<file path="src/hdl/tec_pkg.sv">
// constants, field layout and state types of the 8-bit timer/event counter
// assumes a byte-addressed apb slave with 32-bit data and an 8-bit address
package tec_pkg;
   // register byte offsets
   localparam logic [7:0] TEC_OFF_CTRL    = 8'h00;
   localparam logic [7:0] TEC_OFF_PRELOAD = 8'h04;
   localparam logic [7:0] TEC_OFF_COUNT   = 8'h08;
   localparam logic [7:0] TEC_OFF_STATUS  = 8'h0c;
   localparam logic [7:0] TEC_OFF_MASK    = 8'h10;
   localparam logic [7:0] TEC_OFF_CONFIG  = 8'h14;

   // timer_control field positions
   localparam int TEC_MODE_HI  = 7;
   localparam int TEC_MODE_LO  = 6;
   localparam int TEC_RUN_BIT  = 4;
   localparam int TEC_EDGE_BIT = 3;
   localparam int TEC_PSC_HI   = 2;

   localparam logic [7:0] TEC_CTRL_RST   = 8'h08;
   localparam logic [7:0] TEC_CTRL_WMASK = 8'hdf;
   localparam logic [7:0] TEC_PRELOAD_RST = 8'h00;
   localparam logic [7:0] TEC_CNT_FULL   = 8'hff;
   localparam logic [7:0] TEC_CNT_RST    = 8'h00;

   // status / mask layout
   localparam int TEC_ST_W   = 2;
   localparam int TEC_ST_OVF = 0;
   localparam int TEC_ST_CAP = 1;
   localparam int TEC_CFG_DIV4 = 0;

   // prescaler structure
   localparam int         TEC_PSC_W      = 7;
   localparam logic [1:0] TEC_PREDIV_MAX = 2'h3;

   typedef enum logic [1:0] {
      TEC_MODE_NONE  = 2'b00,
      TEC_MODE_EVENT = 2'b01,
      TEC_MODE_TIMER = 2'b10,
      TEC_MODE_PWC   = 2'b11
   } tec_mode_t;

   typedef enum logic [1:0] {
      TEC_PWC_IDLE  = 2'b00,
      TEC_PWC_ARMED = 2'b01,
      TEC_PWC_MEAS  = 2'b11
   } tec_pwc_t;
endpackage

</file>
<file path="src/hdl/tec_timer.sv">
// 8-bit count-up timer / event counter with preload, apb registers and irq
// assumes an apb master on pclk; ext_timer_pin is asynchronous to pclk;
// cpu_sleep comes from logic on pclk
//
// What this block does
// mode bits 7:6 select none, event counting, timing or pulse width capture.
// run bit 4 lets the counter advance; cleared it holds the count.
// event mode counts rising pin edges when bit 3 is 0, falling when 1.
// capture mode: bit 3 low counts low pulses, high counts high pulses.
// prescaler bits 2:0 divide the internal clock by one up to 128.
// pin edges count directly; the prescaler is not used for them.
// internal timer clock is the system clock or the system clock over four.
// timer mode adds one per falling edge of the prescaled internal clock.
// overflow raises an interrupt request, reloads preload, keeps counting.
// an overflow interrupt also requests wake-up from sleep.
// the overflow interrupt reaches the processor only when its enable is set.
// event mode takes its count clock from the pin, not the internal clock.
// event counting continues during sleep and its overflow wakes the processor.
// software selects event mode and makes the shared pin an input.
// counting runs from the loaded value up to ffh, then overflows.
// preload written while stopped loads the counter; while running, at overflow.
// the pin is synchronised and each qualifying edge counts exactly once.
// bit 5 reads zero, ignores writes; control resets to edge select only.
// with no mode selected the counter never advances and never overflows.
module tec_timer
   import tec_pkg::*;
(
   input  wire logic        pclk,
   input  wire logic        presetn,
   input  wire logic        psel,
   input  wire logic        penable,
   input  wire logic        pwrite,
   input  wire logic [7:0]  paddr,
   input  wire logic [31:0] pwdata,
   output logic [31:0]      prdata,
   output logic             pready,
   output logic             pslverr,
   input  wire logic        ext_timer_pin,
   input  wire logic        cpu_sleep,
   output logic             timer_irq,
   output logic             wake_req
);
   logic [7:0]          ctrl_q;
   logic [7:0]          preload_q;
   logic [7:0]          count_q;
   logic [TEC_ST_W-1:0] status_q;
   logic [TEC_ST_W-1:0] mask_q;
   logic [TEC_ST_W-1:0] st_set;
   logic                cfg_div4_q;
   logic                sync1_q;
   logic                sync2_q;
   logic                pin_prev_q;
   tec_pwc_t            pwc_q;
   tec_mode_t           mode;
   logic                run;
   logic                edge_sel;
   logic                setup;
   logic                wr;
   logic                mapped;
   logic                wr_ctrl;
   logic                preload_wr;
   logic                pin_rise;
   logic                pin_fall;
   logic                ev_edge;
   logic                pwc_start;
   logic                pwc_stop;
   logic                psc_active;
   logic                tick;
   logic                inc;
   logic                ovf;
   logic                cap_done;

   assign mode     = tec_mode_t'(ctrl_q[TEC_MODE_HI:TEC_MODE_LO]);
   assign run      = ctrl_q[TEC_RUN_BIT];
   assign edge_sel = ctrl_q[TEC_EDGE_BIT];

   // apb decode: pready is registered, so every access has no wait state
   assign setup      = psel && !penable;
   assign wr         = psel && penable && pready && pwrite;
   assign wr_ctrl    = wr && (paddr == TEC_OFF_CTRL);
   assign preload_wr = wr && (paddr == TEC_OFF_PRELOAD);

   always_comb begin
      case (paddr)
         TEC_OFF_CTRL, TEC_OFF_PRELOAD, TEC_OFF_COUNT,
         TEC_OFF_STATUS, TEC_OFF_MASK, TEC_OFF_CONFIG: mapped = 1'b1;
         default: mapped = 1'b0;
      endcase
   end

   always_ff @(posedge pclk or negedge presetn) begin
      if (!presetn) begin
         pready  <= 1'b0;
         pslverr <= 1'b0;
      end else begin
         pready  <= setup;
         pslverr <= setup && !mapped;
      end
   end

   // read data is captured in the setup cycle, one cycle before completion
   always_ff @(posedge pclk or negedge presetn) begin
      if (!presetn) begin
         prdata <= 32'h0000_0000;
      end else if (setup) begin
         case (paddr)
            TEC_OFF_CTRL:    prdata <= {24'h00_0000, ctrl_q};
            TEC_OFF_PRELOAD: prdata <= {24'h00_0000, preload_q};
            TEC_OFF_COUNT:   prdata <= {24'h00_0000, count_q};
            TEC_OFF_STATUS:  prdata <= {30'h0000_0000, status_q};
            TEC_OFF_MASK:    prdata <= {30'h0000_0000, mask_q};
            TEC_OFF_CONFIG:  prdata <= {31'h0000_0000, cfg_div4_q};
            default:         prdata <= 32'h0000_0000;
         endcase
      end
   end

   // a software write beats the automatic run clear at capture end
   always_ff @(posedge pclk or negedge presetn) begin
      if (!presetn) begin
         ctrl_q <= TEC_CTRL_RST;
      end else if (wr_ctrl) begin
         ctrl_q <= pwdata[7:0] & TEC_CTRL_WMASK;
      end else if (cap_done) begin
         ctrl_q[TEC_RUN_BIT] <= 1'b0;
      end
   end

   always_ff @(posedge pclk or negedge presetn) begin
      if (!presetn) begin
         preload_q <= TEC_PRELOAD_RST;
      end else if (preload_wr) begin
         preload_q <= pwdata[7:0];
      end
   end

   always_ff @(posedge pclk or negedge presetn) begin
      if (!presetn) begin
         mask_q     <= '0;
         cfg_div4_q <= 1'b0;
      end else if (wr && (paddr == TEC_OFF_MASK)) begin
         mask_q <= pwdata[TEC_ST_W-1:0];
      end else if (wr && (paddr == TEC_OFF_CONFIG)) begin
         cfg_div4_q <= pwdata[TEC_CFG_DIV4];
      end
   end

   // two-flop synchroniser; edges are taken only past the second flop
   // reset to the pull-high idle level so that release brings no false edge
   always_ff @(posedge pclk or negedge presetn) begin
      if (!presetn) begin
         sync1_q    <= 1'b1;
         sync2_q    <= 1'b1;
         pin_prev_q <= 1'b1;
      end else begin
         sync1_q    <= ext_timer_pin;
         sync2_q    <= sync1_q;
         pin_prev_q <= sync2_q;
      end
   end

   assign pin_rise  = sync2_q && !pin_prev_q;
   assign pin_fall  = !sync2_q && pin_prev_q;
   assign ev_edge   = edge_sel ? pin_fall : pin_rise;
   assign pwc_start = edge_sel ? pin_rise : pin_fall;
   assign pwc_stop  = edge_sel ? pin_fall : pin_rise;
   assign cap_done  = (pwc_q == TEC_PWC_MEAS) && pwc_stop && run && (mode == TEC_MODE_PWC);

   // single-shot pulse capture: arm, count between edges, then stop
   always_ff @(posedge pclk or negedge presetn) begin
      if (!presetn) begin
         pwc_q <= TEC_PWC_IDLE;
      end else if (!run || (mode != TEC_MODE_PWC)) begin
         pwc_q <= TEC_PWC_IDLE;
      end else begin
         case (pwc_q)
            TEC_PWC_IDLE:  pwc_q <= TEC_PWC_ARMED;
            TEC_PWC_ARMED: pwc_q <= pwc_start ? TEC_PWC_MEAS : TEC_PWC_ARMED;
            TEC_PWC_MEAS:  pwc_q <= pwc_stop ? TEC_PWC_IDLE : TEC_PWC_MEAS;
            default:       pwc_q <= TEC_PWC_IDLE;
         endcase
      end
   end

   // the internal clock is stopped in sleep; only event counting goes on
   assign psc_active = run && !cpu_sleep &&
                       ((mode == TEC_MODE_TIMER) || (pwc_q == TEC_PWC_MEAS));

   tec_prescaler u_psc (
      .pclk     (pclk),
      .presetn  (presetn),
      .src_div4 (cfg_div4_q),
      .psc_sel  (ctrl_q[TEC_PSC_HI:0]),
      .active   (psc_active),
      .tick     (tick)
   );

   always_comb begin
      case (mode)
         TEC_MODE_EVENT: inc = run && ev_edge;
         TEC_MODE_TIMER: inc = run && tick && !cpu_sleep;
         TEC_MODE_PWC:   inc = run && tick && (pwc_q == TEC_PWC_MEAS);
         TEC_MODE_NONE:  inc = 1'b0;
         default:        inc = 1'b0;
      endcase
   end

   assign ovf = inc && (count_q == TEC_CNT_FULL);

   always_ff @(posedge pclk or negedge presetn) begin
      if (!presetn) begin
         count_q <= TEC_CNT_RST;
      end else if (preload_wr && !run) begin
         count_q <= pwdata[7:0];
      end else if (ovf) begin
         count_q <= preload_wr ? pwdata[7:0] : preload_q;
      end else if (inc) begin
         count_q <= count_q + 8'h01;
      end
   end

   // sticky status, write one to clear; a new event wins over the clear
   assign st_set = {cap_done, ovf};
   always_ff @(posedge pclk or negedge presetn) begin
      if (!presetn) begin
         status_q <= '0;
      end else if (wr && (paddr == TEC_OFF_STATUS)) begin
         status_q <= (status_q & ~pwdata[TEC_ST_W-1:0]) | st_set;
      end else begin
         status_q <= status_q | st_set;
      end
   end

   always_ff @(posedge pclk or negedge presetn) begin
      if (!presetn) begin
         timer_irq <= 1'b0;
         wake_req  <= 1'b0;
      end else begin
         timer_irq <= |(status_q & mask_q);
         wake_req  <= cpu_sleep && |(status_q & mask_q);
      end
   end
endmodule

</file>
<file path="src/hdl/tec_prescaler.sv">
// internal timer clock source and power-of-two prescaler, one tick per period
// assumes inputs from logic on pclk; tick is a one-cycle registered pulse
module tec_prescaler
   import tec_pkg::*;
(
   input  wire logic       pclk,
   input  wire logic       presetn,
   input  wire logic       src_div4,
   input  wire logic [2:0] psc_sel,
   input  wire logic       active,
   output logic            tick
);
   logic [1:0]           pre_q;
   logic [TEC_PSC_W-1:0] div_q;
   logic [TEC_PSC_W-1:0] mask;
   logic                 base;
   logic                 hit;

   // base rate is pclk or pclk/4
   assign base = !src_div4 || (pre_q == TEC_PREDIV_MAX);
   // the prescaled clock falls once every 2**psc_sel base ticks
   assign mask = ~({TEC_PSC_W{1'b1}} << psc_sel);
   assign hit  = base && ((div_q & mask) == mask);

   // restarting from zero keeps the first period after enable a full one
   always_ff @(posedge pclk or negedge presetn) begin
      if (!presetn) begin
         pre_q <= 2'h0;
      end else if (!active) begin
         pre_q <= 2'h0;
      end else begin
         pre_q <= pre_q + 2'h1;
      end
   end

   always_ff @(posedge pclk or negedge presetn) begin
      if (!presetn) begin
         div_q <= '0;
      end else if (!active) begin
         div_q <= '0;
      end else if (base) begin
         div_q <= div_q + 7'h01;
      end
   end

   always_ff @(posedge pclk or negedge presetn) begin
      if (!presetn) begin
         tick <= 1'b0;
      end else begin
         tick <= active && hit;
      end
   end
endmodule

</file>
<file path="config.mk">
export PLATFORM = sky130hd
export DESIGN_NAME = tec_timer
export DESIGN_NICKNAME = d
export VERILOG_FILES = /design/src/hdl/tec_pkg.sv /design/src/hdl/tec_timer.sv /design/src/hdl/tec_prescaler.sv
export SDC_FILE = /design/constraint.sdc
export NUM_CORES = 1
export LEC_CHECK = 0
export BUFFER_PORTS_ARGS = -buffer_cell sky130_fd_sc_hd__buf_2
export CAP_MARGIN = 10
export CORE_MARGIN = 3
export CORE_UTILIZATION = 35
export DETAILED_ROUTE_END_ITERATION = 10
export PLACE_DENSITY = 0.65
export SYNTH_ARGS = -nofsm -noshare
export SYNTH_HDL_FRONTEND = slang
export SYNTH_SLANG_ARGS = --single-unit
</file>
<file path="constraint.sdc">
create_clock -name pclk -period 3.1 [get_ports pclk]
set_input_delay 0.155 -clock pclk [delete_from_list [all_inputs] [get_ports pclk]]
set_output_delay 0.155 -clock pclk [all_outputs]
set_load 0.03 [all_outputs]
</file>
Word-level counts from Yosys, hierarchy flattened

Cells that the tools add are included.

Output and inout port bits: 36
Logic and storage cells: 109
Input port bits: 47
Bits in registers: 79

Add/subtract/negate cells: 3
Reductions and logical operators: 44
Muxes and demuxes: 19
Shifts and indexed selects: 1
Bitwise logic cells: 8
Equality and inequality tests: 15

Operators by type and width:

| kind                                                                  | number |
|---|---|
| 8-bit one-hot mux with 6 select lines                                 | 1 |
| 8-bit two-way mux                                                     | 4 |
| 1-bit logical AND                                                     | 26 |
| 8-bit by 4-bit equality test with 1-bit output, second input constant | 2 |
| 8-bit by 5-bit equality test with 1-bit output, second input constant | 2 |
| 7-bit two-way mux                                                     | 2 |
| 2-bit two-way mux                                                     | 5 |
| 8-bit by 1-bit adder with 8-bit output, second input constant         | 1 |
| 2-bit equality test, second input constant                            | 4 |
| 8-bit by 3-bit equality test with 1-bit output, second input constant | 1 |
| 8-bit equality test, second input constant                            | 1 |
| 8-bit logical NOT                                                     | 1 |
| 7-bit by 1-bit adder with 7-bit output, second input constant         | 1 |
| 7-bit bitwise AND                                                     | 1 |
| 7-bit equality test                                                   | 1 |
| 1-bit logical NOT                                                     | 7 |
| 7-bit NOT                                                             | 1 |
| 7-bit by 3-bit << shifter with 7-bit output, first input constant     | 1 |
| 2-bit one-hot mux with 3 select lines                                 | 1 |
| 6-bit OR reduction                                                    | 1 |
| 1-bit two-way mux                                                     | 5 |
| 2-bit bitwise AND                                                     | 2 |
| 2-bit by 1-bit equality test with 1-bit output, second input constant | 2 |
| 2-bit logical NOT                                                     | 2 |
| 11 further kinds                                                      | 15 |

Logic depth before layout (Yosys ltp)

Depth after elaboration: 8
Depth in mapped cells: 8

Cells and area by module

A second synthesis with hierarchy kept.

Cell total of the unflattened synthesis: 315
Area total of the unflattened synthesis: 3,078.0 µm²

Modules (own cells, without submodules):

| module        | cells an instance | times used | area an instance (µm²) |
|---|---|---|---|
| tec_timer     | 260               | 1          | 2,553.7 |
| tec_prescaler | 55                | 1          | 524.3 |

Worst setup path after synthesis

OpenSTA, ideal clock, no wires.

Path kind: register to register
Start point: register pready
End point: register count_q[6]
Buffers on the path: 0
Data required time: 2,975 ps
Cell stages (with the launch flop): 7
Data arrival time: 2,248 ps
Setup slack: 727 ps
Path through: dfrtp_1 nand4_1 nor4b_4 mux2_2 a2111o_1 o2111ai_1 nand2_1

Cells in the longest elaborated chain, start to end: 6

Ends and longest elaborated chain:

| what                              | line             | source |
|---|---|---|
| start, declared                   | tec_timer.sv:36  | `output logic pready,` |
| start signal, assigned            | tec_timer.sv:96  | `pready <= setup;` |
| 1-bit logical AND * (2 in series) | tec_timer.sv:79  | `assign wr = psel && penable && pready && pwrite;` |
| 1-bit logical AND *               | tec_timer.sv:81  | `assign preload_wr = wr && (paddr == TEC_OFF_PRELOAD);` |
| 8-bit two-way mux                 | tec_timer.sv:216 | `count_q <= preload_wr ? pwdata[7:0] : preload_q;` |
| 8-bit two-way mux                 | tec_timer.sv:215 | `end else if (ovf) begin` |
| 8-bit two-way mux                 | tec_timer.sv:213 | `end else if (preload_wr && !run) begin` |
| end signal, assigned              | tec_timer.sv:214 | `count_q <= pwdata[7:0];` |
| end signal, assigned              | tec_timer.sv:216 |  |
| end signal, assigned              | tec_timer.sv:218 | `count_q <= count_q + 8'h01;` |
| end, declared                     | tec_timer.sv:45  | `logic [7:0] count_q;` |

Every way passes the cells marked *; elsewhere a longest branch is shown, timed or not.
A chain may end at the register's enable or synchronous reset.

Worst setup path after layout

Same ends and word-level chain as after synthesis.

==> out/qor.yml <==
timing:
  rsz0062_at_grt: "no"
  worst_slew_pin_slew_ns: 0.826
  period_minus_slack_ns: 2.41
  skew_ns: 0.0115
  fmax_mhz: 415
  finalHoldViolCount: 0
  setup_violations: 0
  finalMaxSlewViolations: 0
  tns_ns: 0
  finalCritPeriodShare_pct: 77.8
  slew_headroom_pct: 44.7
clocking:
  cts_tree: "built"
  htree_num_levels: 2
  cts_root_buf: "clkbuf_8"
  cts.sink_count: 55
  numCtsBuffers: 5
  cts_buffer_depth: 2
  ctsResizeCount: 0
  clk_latency_ns: 0.31
  cts.clk_slew.worst_paths_ns: 0.10
power:
  peakVddDrop_v: 0.000232
  power_density_nw_per_um2: 430
  p_leak_uw: 0.00158
final_layout:
  fin_nets: 378
  final_cell_count_no_fill: 431
  drive_gt1_share_pct: 21.9
  layout.core_utilization_pct: 41.2
  antenna_cells: 0
  area_growth_pct: 11.7
  fin_area_um2: 3250
worst_setup_path:
  cp_data_arrival_time_ns: 2.60
  r2r-start: "pready"
  critPathRequiredTime_ns: 3.29
  worstReg2RegEnd: "count_q[6]"
  worst_setup_path_end_kind: "register"
  crit_fanout: 7
  r2r_setup_slack_ns: 0.69
  worst_setup_path_start_kind: "register"
  critical_path_class: "register to register"
  rr_worst_depth: 7
logic_synthesis:
  syn_inst: 290
  ys_types: 52
  avgSynthCellArea_um2: 10.0
  ys_seq_elements: 55
  async_reset_ff_share_pct: 100
  yosysWarningCount: 0
  synth_enable_flop_cells: 0
  yosysSeqAreaShare_pct: 47.5
  synth_area_um2: 2910
  synth_top_flop_cell: "dfrtp_1"
grt:
  overflow: 0
  gr-usage-all-layers_pct: 13.6
  grt_max_degree: 38
  grt_pass1_wl_um: 10500
  antenna_found_initial: 0
  grt_pass1_vias: 2147
min_path:
  hp-start: "cpu_sleep"
  worstHoldPathType: "input pin to register"
  min_path_cells: 2
  hold_end: "wake_req"
drt:
  first_pass_iters: 4
  drcViolationCount: 0
  route.antenna.remaining_nets: 0
  via_per_inst: 5.22
  drtIter0Drc: 127
  vias: 2251
  wl_um: 6350
  routedWlPerCell_um: 14.7
floorplan:
  coreArea_um2: 7890
  die_h_um: 97.2
  die-area_um2: 9440
  io_pins: 83
  std_cell_rows: 32
  die_w_um: 97.2
  start_util_pct: 36.9
placement:
  port-buffer-count: 34
  hpwl_um: 4640
  dpl_cell_area_um2: 3100
  gp_congestion: 0.893
  dp.cells: 421
run:
  cap_viol_max_count: 0
outcome:
  status: "finished clean"
==> power by group <==
part | leakage, uW | switching [uW] | total, uW | internal [uW]
combinational | 0.000784 | 86.8 | 113 | 25.8
sequential | 0.000726 | 5.47 | 730 | 725
clock | 0.0000654 | 232 | 555 | 323
total | 0.00158 | 324 | 1400 | 1070
==> repair_timing <==
action / 4_1_cts / 5_1_grt
setup buffers: 0 / 0
endpoints found under the hold margin: 33 / 0
hold buffers: 2 / 0
==> through the flow <==
step | setup slack, ns | total power [uW] | hold WS [ns]
after CTS | 0.713 | 1410 | 0.0807
final | 0.689 | 1400 | 0.0855
after detailed placement | 0.650 | 855 | 0.264
after floorplan | 0.727 | 835 | -0.141
after global placement | 0.665 | 854 | 0.262
after global routing | 0.579 | 1450 | 0.0814
==> kinds of logic after synthesis <==
group | Yosys count | share of synthesized area (%)
compound gates | 63 | 14.3
xor+xnor | 7 | 2.11
fa+ha+maj | 4 | 1.63
buf+inv | 39 | 8.51
flops | 55 | 47.5
mux | 25 | 9.29
other cells | 1 | 0.129
simple gates | 96 | 16.6
==> cell usage in the layout, fill, tap and decap left out, types with 4 or more instances in the layout <==
cell type  instances
dfrtp_1           51
nand2_1           38
buf_2             34
conb_1            24
o21ai_0           23
nor2_1            20
mux2_2            16
a21oi_1           10
mux2i_1            9
inv_1              8
nand3_1            8
a22o_1             6
xor2_1             5
clkbuf_8           5
a21o_1             4
nor3_1             4
dfstp_2            4
==> state kept, by name, summed over array words and instances, names as in the netlist, 2 cells and up <==
signal,flops
count_q,8
prdata,8
preload_q,8
ctrl_q,7
u_psc.div_q,7
mask_q,2
pwc_q,2
status_q,2
u_psc.pre_q,2
==> how the worst max path moves through the flow <==
stage | from | endpoint | depth (start not counted)
2_1_floorplan | pready | count_q[6] | 6
3_3_place_gp | paddr[1] | count_q[6] | 8
3_5_place_dp | paddr[1] | count_q[6] | 8
4_1_cts | pready | count_q[6] | 7
5_1_grt | pready | count_q[6] | 7
6_report | pready | count_q[6] | 7
==> cell usage after synthesis, types with 4 or more instances <==
cell type,instances,area (um^2)
mux2_2,16,180
buf_4,25,188
nor2_1,20,75.1
a21o_1,4,30.0
mux2i_1,9,90.1
o21ai_0,23,115
clkbuf_1,4,15.0
a21oi_1,10,50.1
nand3_1,8,40.0
nand2_1,38,143
inv_1,8,30.0
dfstp_2,4,105
dfrtp_1,51,1280
nor3_1,4,20.0
xor2_1,5,43.8
a22o_1,6,52.6
==> per-layer routing <==
layer | part of all wire [%] | global-route usage (%) | up-vias
met2 | 47 | 22.2 | 77
met4 | 1.8 | 4.10 | 0
li1 | - | - | 1058
met5 | 0 | 0 | -
met1 | 45 | 17.8 | 1104
met3 | 6.4 | 3.37 | 12
==> critical path, cell delays in order, from the launching register on <==
cell and delay, ns:
dfrtp_1 0.35, nand4_1 0.31, nor4b_4 0.45, buf_4 0.24, mux2_2 0.35, a2111o_1 0.42
o2111ai_1 0.10, nand2_1 0.07
==> final cells by class <==
cell class	count	area, um^2
timing repair buffer	39	213
clock buffer	6	72.6
multi-input combinational	219	1370
tap	102	128
sequential	55	1380
inverter	8	30.0
fill	773	4640
clock inverter	2	60.1
No activity file was read; power rests on OpenSTA's default activity.
